--- config.mk ---
export PLATFORM = sky130hd
export DESIGN_NAME = core_pointer_power_regs
export DESIGN_NICKNAME = d
export VERILOG_FILES = /design/src/design/core_pointer_power_regs.v
export VERILOG_INCLUDE_DIRS = /design/src /design/src/design
export SDC_FILE = /design/constraint.sdc
export NUM_CORES = 1
export LEC_CHECK = 0
export ABC_AREA = 1
export ABC_CLOCK_PERIOD_IN_PS = 2410
export BUFFER_PORTS_ARGS = -buffer_cell sky130_fd_sc_hd__buf_2
export CORE_MARGIN = 4
export CORE_UTILIZATION = 52
export CTS_CLUSTER_SIZE = 20
export DETAILED_ROUTE_END_ITERATION = 10
export PLACE_DENSITY = 0.8
export SLEW_MARGIN = 10
export SYNTH_ARGS = -nofsm -noshare
export SYNTH_HDL_FRONTEND = slang
export SYNTH_SLANG_ARGS = --single-unit
--- constraint.sdc ---
create_clock -name clk -period 2.41 [get_ports clk]
set_input_delay 0 -clock clk [delete_from_list [all_inputs] [get_ports clk]]
set_output_delay 0 -clock clk [all_outputs]
set_load 0.005 [all_outputs]
--- src/design/core_regs_defines.vh ---
// constants for the core pointer and power register bank
`ifndef CORE_REGS_DEFINES_VH
`define CORE_REGS_DEFINES_VH
// register indexes; byte address is index times four
`define IDX_PORT0 8'h80
`define IDX_STACK 8'h81
`define IDX_DPLOW 8'h82
`define IDX_DPHIGH 8'h83
`define IDX_WAKE 8'h86
`define IDX_POWER 8'h87
`define IDX_AUX1 8'hA2
`define ADDR_W 12
`define IDX_LSB 2
`define IDX_MSB 9
`define ADDR_PAGE_LSB 10
`define ADDR_PAGE_MSB 11
`define ADDR_PAGE 2'h0
// reset values
`define RST_PORT0 8'hFF
`define RST_STACK 8'h07
`define RST_DATA_POINTER_PRIMARY 16'h0000
`define RST_WAKE 8'h00
`define RST_FLAG 1'b0
`define SET_FLAG 1'b1
`define RST_BYTE 8'h00
`define RST_AUX1 1'b0
// power control fields
`define PWR_BAUD 7
`define PWR_FESEL 6
`define PWR_RSVD 5
`define PWR_POF 4
`define PWR_GF1 3
`define PWR_GF0 2
`define PWR_PD 1
`define PWR_IDL 0
`define RSVD_INIT 1'b0
`define AUX1_DPS 0
// axi responses
`define RESP_OKAY 2'h0
`define RESP_SLVERR 2'h2
`define STACK_STEP 8'h01
`endif

--- src/design/core_pointer_power_regs.v ---
// core port 0, stack, data pointer, wake reload and power control registers
// Operation
// - port 0 latch holds eight read/write pin bits, all ones after reset
// - stack pointer resets to 07H so first stacked byte lands at 08H
// - push or call increments stack pointer first, then stores at new address
// - low and high data pointer bytes form one 16-bit pointer, reset zero
// - pointer select bit picks which of two data pointers is active
// - wake reload register holds the 8-bit reload value, resets zero
// - baud doubler bit 7 doubles serial port zero rate where applicable
// - bit 6 selects whether serial control bit 7 shows mode bit or framing error
// - power-on flag set by power-on reset, kept through other resets
// - bits 3 and 2 are free user flags with no hardware effect
// - deep sleep bit stops CPU and peripheral clocks, holds program counter
// - wake from deep sleep clears the bit, runs ISR, then resumes
// - light sleep bit stops only CPU clock, peripherals keep running
// - wake from light sleep clears the bit, runs ISR, then resumes
// - both sleep bits written together enter deep sleep, no light sleep after
//
// Chosen here: the AXI4-Lite slave port.
`timescale 1ns/1ps
`include "core_regs_defines.vh"

module core_pointer_power_regs
(
  input wire clk,
  input wire sys_rst,
  input wire clk_en,
  input wire cold_reset,
  // axi4-lite slave
  input wire [`ADDR_W-1:0] s_axi_awaddr,
  input wire s_axi_awvalid,
  output reg s_axi_awready,
  input wire [31:0] s_axi_wdata,
  input wire [3:0] s_axi_wstrb,
  input wire s_axi_wvalid,
  output reg s_axi_wready,
  output reg [1:0] s_axi_bresp,
  output reg s_axi_bvalid,
  input wire s_axi_bready,
  input wire [`ADDR_W-1:0] s_axi_araddr,
  input wire s_axi_arvalid,
  output reg s_axi_arready,
  output reg [31:0] s_axi_rdata,
  output reg [1:0] s_axi_rresp,
  output reg s_axi_rvalid,
  input wire s_axi_rready,
  // cpu stack side
  input wire stack_push,
  input wire stack_pop,
  input wire [7:0] stack_push_data,
  output reg stack_store,
  output reg [7:0] stack_store_addr,
  output reg [7:0] stack_store_data,
  // serial port side
  input wire serial_mode_bit_zero,
  input wire framing_error_flag,
  output reg serial_ctrl_bit7,
  output reg baud_doubler,
  output reg frame_error_access_select,
  // sleep control
  input wire wake_event,
  output reg cpu_clk_stop,
  output reg periph_clk_stop,
  output reg wake_isr_start,
  // register outputs
  output reg [7:0] port0_pins,
  output reg [15:0] active_data_pointer,
  output reg [7:0] wake_reload_value
);

  reg [7:0] stack_top_pointer_r;
  reg [15:0] data_pointer_primary_r;
  reg [15:0] data_pointer_alternate_r;
  reg pointer_select_r;
  reg [7:0] power_control_reg_r;
  reg [`ADDR_W-1:0] aw_addr_r;
  reg aw_held_r;
  reg [7:0] w_data_r;
  reg w_lane0_r;
  reg w_held_r;
  reg sleep_deep_r;
  reg cold_sync1_r;
  reg cold_sync2_r;
  reg cold_sync3_r;
  reg cold_seen_r;

  wire [7:0] wr_idx;
  wire wr_page_ok;
  wire do_write;
  wire [7:0] rd_idx;
  wire rd_page_ok;
  wire do_read;
  wire [15:0] cur_data_pointer_primary;
  reg wr_mapped;
  reg rd_mapped;
  reg [7:0] rd_byte;
  reg [7:0] power_nxt;
  reg [7:0] stack_nxt;

  assign wr_idx = aw_addr_r[`IDX_MSB:`IDX_LSB];
  assign wr_page_ok = (aw_addr_r[`ADDR_PAGE_MSB:`ADDR_PAGE_LSB] == `ADDR_PAGE);
  // a new write waits until the previous response has been taken
  assign do_write = aw_held_r && w_held_r && !s_axi_bvalid;
  assign rd_idx = s_axi_araddr[`IDX_MSB:`IDX_LSB];
  assign rd_page_ok = (s_axi_araddr[`ADDR_PAGE_MSB:`ADDR_PAGE_LSB] == `ADDR_PAGE);
  assign do_read = s_axi_arvalid && s_axi_arready;
  // active pointer seen through the low/high byte registers
  assign cur_data_pointer_primary = pointer_select_r ? data_pointer_alternate_r :
                    data_pointer_primary_r;

  always @*
  begin
    case (wr_idx)
      `IDX_PORT0, `IDX_STACK, `IDX_DPLOW, `IDX_DPHIGH,
      `IDX_WAKE, `IDX_POWER, `IDX_AUX1:
        wr_mapped = wr_page_ok;
      default:
        wr_mapped = 1'b0;
    endcase
  end

  // unmapped indexes return zero; a mapped index off the page returns its register byte; both get an error response
  always @*
  begin
    rd_mapped = rd_page_ok;
    rd_byte = `RST_BYTE;
    case (rd_idx)
      `IDX_PORT0: rd_byte = port0_pins;
      `IDX_STACK: rd_byte = stack_top_pointer_r;
      `IDX_DPLOW: rd_byte = cur_data_pointer_primary[7:0];
      `IDX_DPHIGH: rd_byte = cur_data_pointer_primary[15:8];
      `IDX_WAKE: rd_byte = wake_reload_value;
      `IDX_POWER: rd_byte = power_control_reg_r;
      `IDX_AUX1: rd_byte = {7'h00, pointer_select_r};
      default: rd_mapped = 1'b0;
    endcase
  end

  // power control next value: software write, then hardware wake clear
  always @*
  begin
    power_nxt = power_control_reg_r;
    if (do_write && wr_mapped && w_lane0_r && wr_idx == `IDX_POWER)
    begin
      power_nxt = w_data_r;
      power_nxt[`PWR_RSVD] = power_control_reg_r[`PWR_RSVD];
      // both sleep bits together: deep sleep wins, light sleep dropped
      if (w_data_r[`PWR_PD])
        power_nxt[`PWR_IDL] = 1'b0;
    end
    // a write in the wake cycle wins; software then sees its own value
    else if (wake_event && (power_control_reg_r[`PWR_PD] ||
             power_control_reg_r[`PWR_IDL]))
    begin
      power_nxt[`PWR_PD] = 1'b0;
      power_nxt[`PWR_IDL] = 1'b0;
    end
  end

  // stack moves from the cpu take precedence over a bus write
  always @*
  begin
    stack_nxt = stack_top_pointer_r;
    if (stack_push)
      stack_nxt = stack_top_pointer_r + `STACK_STEP;
    else if (stack_pop)
      stack_nxt = stack_top_pointer_r - `STACK_STEP;
    else if (do_write && wr_mapped && w_lane0_r && wr_idx == `IDX_STACK)
      stack_nxt = w_data_r;
  end

  // axi handshake
  always @(posedge clk)
  begin
    if (sys_rst)
    begin
      s_axi_awready <= 1'b1;
      s_axi_wready <= 1'b1;
      s_axi_bvalid <= 1'b0;
      s_axi_bresp <= `RESP_OKAY;
      s_axi_arready <= 1'b1;
      s_axi_rvalid <= 1'b0;
      s_axi_rresp <= `RESP_OKAY;
      s_axi_rdata <= 32'h00000000;
      aw_addr_r <= {`ADDR_W{1'b0}};
      aw_held_r <= 1'b0;
      w_data_r <= `RST_BYTE;
      w_lane0_r <= 1'b0;
      w_held_r <= 1'b0;
    end
    else if (clk_en)
    begin
      // readies drop on take so a held request cannot be overrun
      if (s_axi_awvalid && s_axi_awready)
      begin
        aw_addr_r <= s_axi_awaddr;
        aw_held_r <= 1'b1;
        s_axi_awready <= 1'b0;
      end
      if (s_axi_wvalid && s_axi_wready)
      begin
        // only lane 0 carries a register byte
        w_data_r <= s_axi_wdata[7:0];
        w_lane0_r <= s_axi_wstrb[0];
        w_held_r <= 1'b1;
        s_axi_wready <= 1'b0;
      end
      if (do_write)
      begin
        s_axi_bvalid <= 1'b1;
        s_axi_bresp <= wr_mapped ? `RESP_OKAY : `RESP_SLVERR;
        aw_held_r <= 1'b0;
        w_held_r <= 1'b0;
      end
      if (s_axi_bvalid && s_axi_bready)
      begin
        s_axi_bvalid <= 1'b0;
        s_axi_awready <= 1'b1;
        s_axi_wready <= 1'b1;
      end
      if (do_read)
      begin
        s_axi_arready <= 1'b0;
        s_axi_rvalid <= 1'b1;
        s_axi_rdata <= {24'h000000, rd_byte};
        s_axi_rresp <= rd_mapped ? `RESP_OKAY : `RESP_SLVERR;
      end
      if (s_axi_rvalid && s_axi_rready)
      begin
        s_axi_rvalid <= 1'b0;
        s_axi_arready <= 1'b1;
      end
    end
  end

  // the power-on detector is not timed to clk: three stages, and a level
  // counts only once the last two agree; no reset, since it must run
  // while sys_rst is high
  always @(posedge clk)
  begin
    if (clk_en)
    begin
      cold_sync1_r <= cold_reset;
      cold_sync2_r <= cold_sync1_r;
      cold_sync3_r <= cold_sync2_r;
      if (cold_sync2_r == cold_sync3_r)
        cold_seen_r <= cold_sync3_r;
    end
  end

  // power-on flag survives warm resets, so it has its own reset branch
  always @(posedge clk)
  begin
    if (sys_rst)
    begin
      if (cold_seen_r)
        power_control_reg_r[`PWR_POF] <= `SET_FLAG;
      power_control_reg_r[`PWR_BAUD] <= `RST_FLAG;
      power_control_reg_r[`PWR_FESEL] <= `RST_FLAG;
      power_control_reg_r[`PWR_RSVD] <= `RSVD_INIT;
      power_control_reg_r[`PWR_GF1] <= `RST_FLAG;
      power_control_reg_r[`PWR_GF0] <= `RST_FLAG;
      power_control_reg_r[`PWR_PD] <= `RST_FLAG;
      power_control_reg_r[`PWR_IDL] <= `RST_FLAG;
    end
    else if (clk_en)
    begin
      power_control_reg_r <= power_nxt;
    end
  end

  always @(posedge clk)
  begin
    if (sys_rst)
    begin
      port0_pins <= `RST_PORT0;
      stack_top_pointer_r <= `RST_STACK;
      data_pointer_primary_r <= `RST_DATA_POINTER_PRIMARY;
      data_pointer_alternate_r <= `RST_DATA_POINTER_PRIMARY;
      pointer_select_r <= `RST_AUX1;
      wake_reload_value <= `RST_WAKE;
    end
    else if (clk_en)
    begin
      stack_top_pointer_r <= stack_nxt;
      if (do_write && wr_mapped && w_lane0_r)
      begin
        case (wr_idx)
          `IDX_PORT0: port0_pins <= w_data_r;
          `IDX_DPLOW:
          begin
            if (pointer_select_r)
              data_pointer_alternate_r[7:0] <= w_data_r;
            else
              data_pointer_primary_r[7:0] <= w_data_r;
          end
          `IDX_DPHIGH:
          begin
            if (pointer_select_r)
              data_pointer_alternate_r[15:8] <= w_data_r;
            else
              data_pointer_primary_r[15:8] <= w_data_r;
          end
          // FFH at prescale 1/1 is stored as written; software must avoid it
          `IDX_WAKE: wake_reload_value <= w_data_r;
          // only the select bit is stored; the rest reads zero
          `IDX_AUX1: pointer_select_r <= w_data_r[`AUX1_DPS];
          default: ;
        endcase
      end
    end
  end

  // stack store strobe and the registered copy of the active pointer
  always @(posedge clk)
  begin
    if (sys_rst)
    begin
      stack_store <= 1'b0;
      stack_store_addr <= `RST_BYTE;
      stack_store_data <= `RST_BYTE;
      active_data_pointer <= `RST_DATA_POINTER_PRIMARY;
    end
    else if (clk_en)
    begin
      // store goes to the already incremented address
      stack_store <= stack_push;
      stack_store_addr <= stack_top_pointer_r + `STACK_STEP;
      stack_store_data <= stack_push_data;
      active_data_pointer <= cur_data_pointer_primary;
    end
  end

  // serial side copies; taken from the next value so they follow a write at once
  always @(posedge clk)
  begin
    if (sys_rst)
    begin
      serial_ctrl_bit7 <= 1'b0;
      baud_doubler <= 1'b0;
      frame_error_access_select <= 1'b0;
    end
    else if (clk_en)
    begin
      baud_doubler <= power_nxt[`PWR_BAUD];
      frame_error_access_select <= power_nxt[`PWR_FESEL];
      serial_ctrl_bit7 <= power_nxt[`PWR_FESEL] ? framing_error_flag :
                          serial_mode_bit_zero;
    end
  end

  // sleep outputs; the block keeps running, clock gating happens outside
  always @(posedge clk)
  begin
    if (sys_rst)
    begin
      cpu_clk_stop <= 1'b0;
      periph_clk_stop <= 1'b0;
      wake_isr_start <= 1'b0;
      sleep_deep_r <= 1'b0;
    end
    else if (clk_en)
    begin
      // deep sleep stops everything, light sleep only the cpu
      cpu_clk_stop <= power_nxt[`PWR_PD] | power_nxt[`PWR_IDL];
      periph_clk_stop <= power_nxt[`PWR_PD];
      sleep_deep_r <= power_nxt[`PWR_PD];
      // cpu takes the waking source isr; return lands after the sleep entry
      wake_isr_start <= wake_event && (cpu_clk_stop || sleep_deep_r) &&
                        !(power_nxt[`PWR_PD] | power_nxt[`PWR_IDL]);
    end
  end

endmodule // core_pointer_power_regs

-- Yosys cells after proc, flatten, opt, wreduce, memory -nomap -nowiden
Index checks and enable logic that the tools add are counted.
- register bits after elaboration: 147
- input bits: 82
- output and inout port bits: 96
- word-level logic and storage cells: 141
- add/subtract/negate cells: 2
- equal/unequal tests: 16
- multiplexer cells: 31
- bitwise logic cells: 2
- reductions and logical operators: 52
- operator list (operator ; count):
    8-bit == test, second input constant ; 14
    8-bit case mux with 7 select lines ; 1
    2-bit AND reduction ; 13
    8-bit two-way mux ; 3
    1-bit two-way mux ; 19
    16-bit two-way mux ; 1
    4-bit AND reduction ; 4
    2-bit nonzero test ; 8
    1-bit logical AND ; 14
    7-bit OR reduction ; 2
    3-bit AND reduction ; 4
    5-bit two-way mux ; 2
    8-bit by 1-bit adder with 8-bit output, second input constant ; 1
    2-bit two-way mux ; 4
    8-bit by 1-bit subtractor with 8-bit output, second input constant ; 1
    6-bit two-way mux ; 1
    2-bit zero test ; 2
    3-bit nonzero test ; 1
    1-bit zero test ; 2
    1-bit logical OR ; 2
    2-bit by 1-bit inequality test with 1-bit output, second input constant ; 1
    1-bit == test ; 1
    1-bit inverter ; 1
    1-bit bitwise OR ; 1

-- Depth between registers and ports, before layout
Gate-level depths: netlist of run 1.
- word-level depth: 10
- mapped depth: 12
- depth with buffers taken out: 12

-- Worst setup path before layout of run 1
No wires, ideal clock.
- path type: register to register
- start point: register aw_addr_r[4]
- end point: register power_control_reg_r[4], enable pin
- setup time: 0.304 ns
- arrival time: 1.468 ns
- data required time: 2.106 ns
- setup slack: 0.638 ns
- cell stages (with the launch flop): 10
- path buffers: 0
- clock period less this slack: 1.772 ns
- path through: dfxtp_1 -> nor2_1 -> inv_1 -> nor2_2 -> o21ai_0 -> nand3_2 -> nand4_1 -> nor2_2 -> inv_1 -> a21oi_1
- cells in the longest elaborated chain, start to end: 8
- elaborated cells on any way between the ends: 14
- those cells by class: eq/ne: 7; mux: 1; reduce/logical: 6
- RTL lines (item ; RTL line ; source):
    from (decl) ; core_pointer_power_regs.v:76 ; reg [`ADDR_W-1:0] aw_addr_r;
    from (signal assigned) ; core_pointer_power_regs.v:185 ; aw_addr_r <= {`ADDR_W{1'b0}};
    from (signal assigned) ; core_pointer_power_regs.v:196 ; aw_addr_r <= s_axi_awaddr;
    8-bit == test ; core_pointer_power_regs.v:113 ; case (wr_idx)
    7-bit OR reduction ; core_pointer_power_regs.v:113 ;
    1-bit two-way mux ; core_pointer_power_regs.v:113 ;
    1-bit logical AND (2 in series) ; core_pointer_power_regs.v:143 ; if (do_write && wr_mapped && w_lane0_r && wr_idx == `IDX_POWER)
    1-bit logical AND (no source line) * ; n/a ;
    2-bit nonzero test (no source line) * ; n/a ;
    3-bit AND reduction (no source line) * ; n/a ;
    to (signal, indexed assignment) ; core_pointer_power_regs.v:257 ; power_control_reg_r[`PWR_POF] <= `SET_FLAG;
    to (signal, indexed assignment) ; core_pointer_power_regs.v:258 ; power_control_reg_r[`PWR_BAUD] <= `RST_FLAG;
    to (signal, indexed assignment) ; core_pointer_power_regs.v:259 ; power_control_reg_r[`PWR_FESEL] <= `RST_FLAG;
    to (decl) ; core_pointer_power_regs.v:75 ; reg [7:0] power_control_reg_r;
Mark *: on every way between the ends. The rest lies on a longest branch, timed or not.
A chain may end at the register's enable or synchronous reset.

-- Final worst setup path of run 1
Ends and elaborated chain as after synthesis.

==> metrics.cfg, run 1 <==
[place]
gp_congestion=0.9612
portBuffers=120
place_ws_ns=0.2909
dpl_cell_area_mm2=0.006989
hpwl_um=12530

[floorplanning]
core_area_mm2=0.01201
dieArea_mm2=0.01412
die_w_um=118.8
die_h_um=118.8
num_rows=40
pin_count=178
start_util_pct=53.16

[global_route]
grt_pass1_vias=5827
overflow=0
grt_pass1_wl_um=29690
antenna_found_initial=0
grt_max_degree=63
grtUsageTotal_pct=26.39

[setup_path]
worstPathArrival_ns=2.28
reg2regPathDepth=9
crit_path_start_kind=register
path_class=register to register
required_ns=2.54
crit_fanout=7
cp-end-kind=register

[cells_and_area]
fill_cells=1031
drive_above_1_share_pct=17.46
area_growth_pct=24.26
diodes=0
regArea_mm2=0.002853
fin_nets=1102
fin_area_mm2=0.007934
multi_input_area_mm2=0.002833

[cts]
clock-sinks=140
clk_pin_slew_worst_paths_ns=0.06
htree_levels=4
tritoncts=built
numCtsBuffers=17
clk_latency_ns=0.42
clockBufferDepth=2
cts_root_buf=clkbuf_16

[drt]
first_pass_iters=5
vias_per_cell=5.345
wl_per_cell_um=15.76
vias=6296
antenna_left=0
wirelength_um=18570
drc_errors=0
drt_iter0_drc=522

[synthesis]
synth-edff-count=5
synth-seq-cells=140
synth-warning-count=0
syn_inst=867
yosysTopAreaCell=dfxtp_1
yosysMostFrequentCell=dfxtp_1
synthTopCellsByCount=dfxtp_1, nand2_1, o21ai_0
syn-cell-area_mm2=0.006385
yosys-top-cells-area=dfxtp_1, o21ai_0, a21oi_1, nand2_1, inv_1
synth_top_area_share_pct=42.33
ys.flop_type=dfxtp_1
syn_avg_cell_area_um2=7.364
yosysUniqueCellTypes=39
ys_async_sr_fraction_pct=0
seq_area_frac_synth_pct=44.68

[hold_path]
hold_class=input port to register
worstHoldPathCells=5

[sta]
worst_hold_slack_ns=0.04211
rsz0062_at_grt=no
worst_slack_ns=0.2591
period_needed_ns=2.151
finalSetupViolations=0
relSlewSlack_pct=58.10
skew_ns=0.008922
slew_violations=0
tns_ns=0
hold_violations=0
max_freq_mhz=464.9
min_period_over_period_pct=89.25
worstMarginPinSlew_ns=0.6276

[flow_run]
max_cap_violations=0

[power]
cellPowerDensity_mw_per_mm2=691.1
vdd.ir_drop.worst_mv=0.4114
total_leakage_power_nw=3.659

[status]
status=finished, final reports clean

==> final cells by class <==
class | count | share of cell area, %
inverters | 111 | 5.252
clock buffers | 20 | 6.024
repair buffers | 170 | 13.66
well taps | 147 | 2.318
flip-flops and latches | 140 | 35.96
multi-input cells | 578 | 35.70
clock inverters | 12 | 1.088
==> state kept, by name (all words and copies together), names as in the netlist, 7 cells and up <==
name and count:
s_axi_rdata 8, stack_store_data 8, data_pointer_primary_r 16, data_pointer_alternate_r 16, active_data_pointer 16, aw_addr_r 10, w_data_r 8, stack_top_pointer_r 8
power_control_reg_r 7, wake_reload_value 8, stack_store_addr 8, port0_pins 8
==> where the power goes <==
| group | total [W] | switching (W) | leakage [nW] | internal [W] |
|---|---|---|---|---|
| clock network | 0.00246 | 0.00103 | 0.270 | 0.00143 |
| registers | 0.00249 | 0.0000756 | 1.15 | 0.00242 |
| logic | 0.000532 | 0.000317 | 2.24 | 0.000214 |
==> placed cells by master, fill, tap and decap left out, types with 3 or more instances in the layout <==
master and count:
dlygate4sd3_1 38, nor2_1 93, nor3_1 9, nor2_2 3, o21ai_1 3, o211ai_1 19, nand2_1 123, inv_1 108
nand4_1 12, buf_4 11, nand3_1 28, conb_1 26, o22ai_1 11, edfxtp_1 5, clkinv_4 3, nand2_2 3
clkinvlp_4 4, clkinv_2 3, clkbuf_16 18, dfxtp_1 135, o21ai_0 122, a21oi_1 95, buf_2 120, xor2_1 7
a31oi_1 5
==> worst max-delay path: stages (launching register included) <==
cell and delay (ns):
dfxtp_1 0.32, nor2_1 0.20, inv_1 0.12, nor2_2 0.13
o21ai_0 0.14, nand3_2 0.14, nand4_1 0.25, nor2_2 0.32
inv_1 0.09, a21oi_1 0.16
==> per-stage QoR <==
stage / utilization (%) / cells / total power, W
floorplan: - / 892 / 0.002844
global placement: 58.19 / 1108 / 0.002998
detailed placement: 58.19 / 1108 / 0.003008
CTS: 66.05 / 1178 / 0.005476
global route: 66.05 / 1178 / 0.005696
finish: 66.05 / 1178 / 0.005483
==> metal layers <==
metal / track usage [%] / part of all wire [%]
met1: 34.16 / 43
met2: 42.49 / 46
met3: 7.028 / 8.6
met4: 9.631 / 2.8
met5: 0 / 0
==> final timing paths <==
kind / start / endpoint / slack, ns
setup / recovery: aw_addr_r[4] / power_control_reg_r[4] / 0.26
hold / removal: wake_event / wake_isr_start / 0.04
setup reg to reg: aw_addr_r[4] / power_control_reg_r[4] / 0.26
hold reg to reg: cold_sync1_r / cold_sync2_r / 0.42
==> logic make-up after synthesis <==
group | count (synthesis) | synth area share [%]
flops | 140 | 44.68
xor+xnor | 7 | 0.9602
buf+inv | 174 | 12.42
simple gates | 278 | 18.91
fa+ha+maj | 2 | 0.3919
compound gates | 265 | 22.58
other cells | 1 | 0.05873
==> what timing repair did <==
item	CTS	global route
endpoints found under the hold margin	35	0
buffers inserted	0	0
hold buffers	38	0
resized for setup	0	0
Note: power is estimated with default switching activity, not from simulation.
==> run 2: changes to the inputs <==
- ABC_AREA: 1 -> not set
- CORE_UTILIZATION: 52 -> 53
==> run 2 against run 1 <==
Non-clock buffer count up 4. Wire length shrank 2.0%. Register-to-register slack got worse by 0.11 ns. Sequential share of layout area fell by 1.6 points. Clock skew up 0.00099 ns. Core utilization increased by 2.9 points. Critical endpoint is now data_pointer_alternate_r[9]. Largest power group is now the clock network.
==> metrics.cfg, run 2 <==
[place]
hpwl_um=11720
portBuffers=120
gp_congestion=0.9113
dp_cells=983

[global_route]
grtUsageTotal_pct=25.52
grt_pass1_vias=5664
overflow=0
grt_pass1_wl_um=28950
antenna_found_initial=0
grt_max_degree=120

[cts]
numCtsBuffers=17
cts_post_setup_buffers_inserted=0
tritoncts=built
clk_latency_ns=0.42
clk_pin_slew_worst_paths_ns=0.06
clockBufferDepth=2
cts_resized=0
cts_root_buf=clkbuf_16
holdBufCountCts=38
clock-sinks=140
htree_levels=4

[drt]
vias_per_cell=5.612
drt-met1-wl_um=7579
first_pass_iters=6
antenna_left=0
wirelength_um=18200
drt_iter0_drc=448
vias=5909
wl_per_cell_um=17.29
dr.max_layer_used=met4
met3_wirelength_um=1173
wl_met2_um=8651
drc_errors=0

[synthesis]
synthMuxAreaShare_pct=16.86
synth-seq-cells=140
seq_area_frac_synth_pct=43.35
synthTopCellsByCount=dfxtp_1, nor2_1, mux2i_1
syn-cell-area_mm2=0.006581
yosysTopAreaCell=dfxtp_1
yosysMostFrequentCell=dfxtp_1
ys_async_sr_fraction_pct=0
synth-edff-count=5
synth-warning-count=0
synth_top_area_share_pct=41.06
synth_fa_ha_area_share_pct=0.3802
synthXorXnorAreaFrac_pct=1.331
synth_top_family_by_area=simple AND/OR/NAND/NOR gates
synth-simple-area-share_pct=18.52
synth-compound-area-share_pct=12.59
yosysUniqueCellTypes=58
syn_avg_cell_area_um2=8.942
ys.flop_type=dfxtp_1
syn_inst=736
yosys-top-cells-area=dfxtp_1, mux2i_1, nor2_1, nand2_1, a21oi_1

[hold_path]
worstHoldPathCells=3
holdPathEnd=stack_store
hold_start=stack_push
hold_class=input port to register

[setup_path]
critPathLaunch=aw_addr_r[5]
rrSetupSlack_ns=0.15
cp-end-kind=register
path_delay_family=simple AND/OR/NAND/NOR gates
crit_fanout=8
worstPathArrival_ns=2.55
r2r_start=aw_addr_r[5]
required_ns=2.70
crit_buf_inv=0
reg2regPathDepth=5
crit_path_start_kind=register
max_stage_delay_ns=0.78
path_cells=nor4b_4, nand4_4, or4b_1, mux2i_1, nor2_1
r2r_end=data_pointer_alternate_r[9]
cpMaxStageDelayCell=or4b_1
path_class=register to register

[cells_and_area]
fill_cells=881
layout_commonest_cell=dfxtp_1
drive_above_1_share_pct=21.58
post_layout_nonfiller_instances=1053
fin_util_pct=68.91
fin_nets=956
reg.largest.list=active_data_pointer x16, data_pointer_alternate_r x16, data_pointer_primary_r x16
final_cell_mix=dfxtp_1, buf_2, nor2_1
area_growth_pct=26.29
diodes=0

[sta]
slew_violations=0
finalSetupViolations=0
rsz0062_at_grt=no
worstMarginPinSlew_ns=0.6810
min_period_over_period_pct=93.70
max_freq_mhz=442.8
relSlewSlack_pct=54.55
period_needed_ns=2.258
hold_violations=0
tns_ns=0
skew_ns=0.009908
worst_hold_slack_ns=0.02230

[floorplanning]
pin_count=178
dieArea_mm2=0.01426
core_area_mm2=0.01206
num_rows=40
die_h_um=119.4
die_w_um=119.4
start_util_pct=54.56

[power]
finalPower_w=0.006017
total_leakage_power_nw=3.426
cellPowerDensity_mw_per_mm2=724.0
vdd.ir_drop.worst_mv=0.4670

[flow_run]
max_cap_violations=0

[status]
status=finished, final reports clean

run 2: final cells by class:
class | instances | area (um^2) | area share [%]
inverter | 10 | 37.54 | 0.4516
timing repair buffer | 174 | 1141 | 13.73
tap | 168 | 210.2 | 2.529
clock buffer | 23 | 519.2 | 6.247
multi-input combinational | 529 | 3373 | 40.58
clock inverter | 9 | 177.7 | 2.138
sequential | 140 | 2853 | 34.32
run 2: how the worst max path moves through the flow:
stage                                        end  slack, ns  cells after the start
global route         data_pointer_alternate_r[9]       0.09                      5
finish               data_pointer_alternate_r[9]       0.15                      5
global placement     data_pointer_alternate_r[9]       0.31                      5
CTS                  data_pointer_alternate_r[9]       0.16                      5
detailed placement  data_pointer_alternate_r[10]       0.23                      5
floorplan                 stack_top_pointer_r[6]       0.48                      8
run 2: per-layer routing:
metal,up-vias,GRT usage [%]
met5,-,0
met4,0,13.89
met3,66,6.743
met2,250,40.94
met1,2797,31.23
li1,2796,-
run 2: logic make-up after synthesis:
logic type | count (synthesis)
xor+xnor | 10
compound gates | 133
fa+ha+maj | 2
other cells | 1
flops | 140
simple gates | 254
mux | 104
buf+inv | 92
run 2: worst register-to-register path, stage by stage, from the launching register on:
cell and delay, ns:
dfxtp_1 0.34, nor4b_4 0.43, nand4_4 0.20, or4b_1 0.78, mux2i_1 0.32, nor2_1 0.07
run 2: power breakdown:
| part | internal (W) | leakage [nW] | switching (W) |
|---|---|---|---|
| sequential | 0.00240 | 1.15 | 0.0000823 |
| clock | 0.00204 | 0.333 | 0.00100 |
| combinational | 0.000229 | 1.95 | 0.000270 |
| total | 0.00467 | 3.43 | 0.00135 |
run 2: per-stage QoR:
stage	instance area, um^2	setup WS [ns]
after global routing	8312	0.09233
after detailed placement	7234	0.2305
after CTS	8312	0.1552
after global placement	7234	0.3069
after floorplan	6675	0.4777
final	8312	0.1518
==> run 3: changes to the inputs <==
- BUFFER_PORTS_ARGS: -buffer_cell sky130_fd_sc_hd__buf_2 -> -buffer_cell sky130_fd_sc_hd__clkbuf_2
==> run 3 against run 2 <==
Non-clock buffer count up 11. Highest routed layer unchanged. Power down 7.0%. Via count down 0.66%. Largest power group unchanged. Clock power down 14%. Core utilization down 0.33 points. Critical path depth unchanged.
==> metrics.cfg, run 3 (same netlist as run 2, synthesis figures left out) <==
[status]
status=finished, final reports clean

[sta]
hold_violations=0
relSlewSlack_pct=57.14
tns_ns=0
min_period_over_period_pct=91.70
skew_ns=0.008033
max_freq_mhz=452.5
slew_violations=0
worstMarginPinSlew_ns=0.6422
rsz0062_at_grt=no
period_needed_ns=2.210
finalSetupViolations=0

[setup_path]
reg2regPathDepth=5
cpMaxStageDelayCell=or4b_1
cp-end-kind=register
path_delay_family=simple AND/OR/NAND/NOR gates
crit_buf_inv=0
rrSetupSlack_ns=0.20
worstPathArrival_ns=2.50
path_cells=nor4b_4, nand4_4, or4b_1, mux2i_1, nor2_1
r2r_start=aw_addr_r[5]
path_class=register to register
max_stage_delay_ns=0.77
crit_path_start_kind=register
crit_fanout=8
r2r_end=data_pointer_alternate_r[14]
required_ns=2.70

[cts]
htree_levels=4
clock-sinks=140
tritoncts=built
numCtsBuffers=17
clk_pin_slew_worst_paths_ns=0.06
cts_post_setup_buffers_inserted=0
clockBufferDepth=2
cts_root_buf=clkbuf_16
clk_latency_ns=0.42

[global_route]
grtUsageTotal_pct=26.09
grt_pass1_wl_um=29610
grt_pass1_vias=5673
overflow=0
antenna_found_initial=0
grt_max_degree=86

[cells_and_area]
reg.largest.list=active_data_pointer x16, data_pointer_alternate_r x16, data_pointer_primary_r x16
fill_cells=872
area_growth_pct=25.68
fin_nets=967
layout_commonest_cell=dfxtp_1
drive_above_1_share_pct=21.54
post_layout_nonfiller_instances=1064
diodes=0
final_cell_mix=dfxtp_1, clkbuf_2, nor2_1

[place]
hpwl_um=11970
gp_congestion=0.9444
portBuffers=120
dp_cells=987

[floorplanning]
core_area_mm2=0.01206
num_rows=40
dieArea_mm2=0.01426
pin_count=178
die_w_um=119.4
start_util_pct=54.56
die_h_um=119.4

[drt]
wl_per_cell_um=17.17
dr.max_layer_used=met4
wirelength_um=18270
vias_per_cell=5.517
first_pass_iters=5
drc_errors=0
antenna_left=0
met3_wirelength_um=1207
drt-met1-wl_um=7613
vias=5870
wl_met2_um=8686
drt_iter0_drc=604

[power]
vdd.ir_drop.worst_mv=0.5406
cellPowerDensity_mw_per_mm2=676.4
total_leakage_power_nw=3.408

[flow_run]
max_cap_violations=0

[hold_path]
holdPathEnd=stack_top_pointer_r[7]
hold_class=input port to register
hold_start=stack_pop
worstHoldPathCells=3

==> run 3: cell types whose count changed in the layout (fill, tap and decap cells not counted), sizes merged <==
cell	previous run	this run
inv	10	11
buf	136	22
clkinv	1	6
bufinv	5	3
dlygate4sd3	38	45
clkbuf	23	137
==> run 3: worst max path at each step <==
stage / start / to / slack (ns) / cells past startpoint
3_5_place_dp: aw_addr_r[5] / data_pointer_alternate_r[11] / 0.22 / 5
5_1_grt: aw_addr_r[5] / data_pointer_alternate_r[13] / 0.1 / 5
4_1_cts: aw_addr_r[5] / data_pointer_alternate_r[14] / 0.20 / 5
3_3_place_gp: aw_addr_r[5] / data_pointer_alternate_r[10] / 0.31 / 5
6_report: aw_addr_r[5] / data_pointer_alternate_r[14] / 0.20 / 5
2_1_floorplan: stack_top_pointer_r[0] / stack_top_pointer_r[6] / 0.48 / 8
==> run 3: metal layers <==
metal	vias to the layer above	track usage, %
met5	-	0
met4	0	12.31
met3	51	5.271
met2	240	43.59
met1	2751	32.28
li1	2828	-
==> run 3: report_power, final <==
part           leakage [nW]  switching [W]  internal, W
registers              1.15      0.0000809      0.00240
logic                  1.98       0.000279     0.000236
clock network         0.283       0.000985      0.00161
total                  3.41        0.00134      0.00425
==> run 3: timing repair <==
| action | CTS | global route |
|---|---|---|
| endpoints found under the hold margin | 45 | 0 |
| resized for setup | 0 | 0 |
| hold buffers | 45 | 0 |
==> run 3: stage by stage <==
step | hold slack (ns) | worst slack, ns | instance area (um^2) | power [W] | utilization [%]
6_report | 0.08089 | 0.2000 | 8272 | 0.005595 | 68.58
3_3_place_gp | 0.1786 | 0.3110 | 7239 | 0.002959 | 60.02
3_5_place_dp | 0.1801 | 0.2155 | 7239 | 0.002966 | 60.02
4_1_cts | 0.03950 | 0.1991 | 8272 | 0.005590 | 68.58
5_1_grt | 0.1047 | 0.09943 | 8272 | 0.005780 | 68.58
2_1_floorplan | 0.09887 | 0.4777 | 6675 | 0.002828 | -
==> run 3: final cells by class <==
cell class | count | area, um^2 | area share [%]
Sequential cell | 140 | 2853 | 34.49
Clock buffer | 19 | 432.9 | 5.234
Inverter | 10 | 37.54 | 0.4538
Tap cell | 168 | 210.2 | 2.541
Clock inverter | 13 | 148.9 | 1.800
Timing Repair Buffer | 185 | 1216 | 14.70
Multi-Input combinational cell | 529 | 3373 | 40.78
==> run 3: tightest hold or removal path, delay by kind of cell <==
kind            cells  cell delay [ns]
compound gates      2             0.22
buf+inv             1             0.22
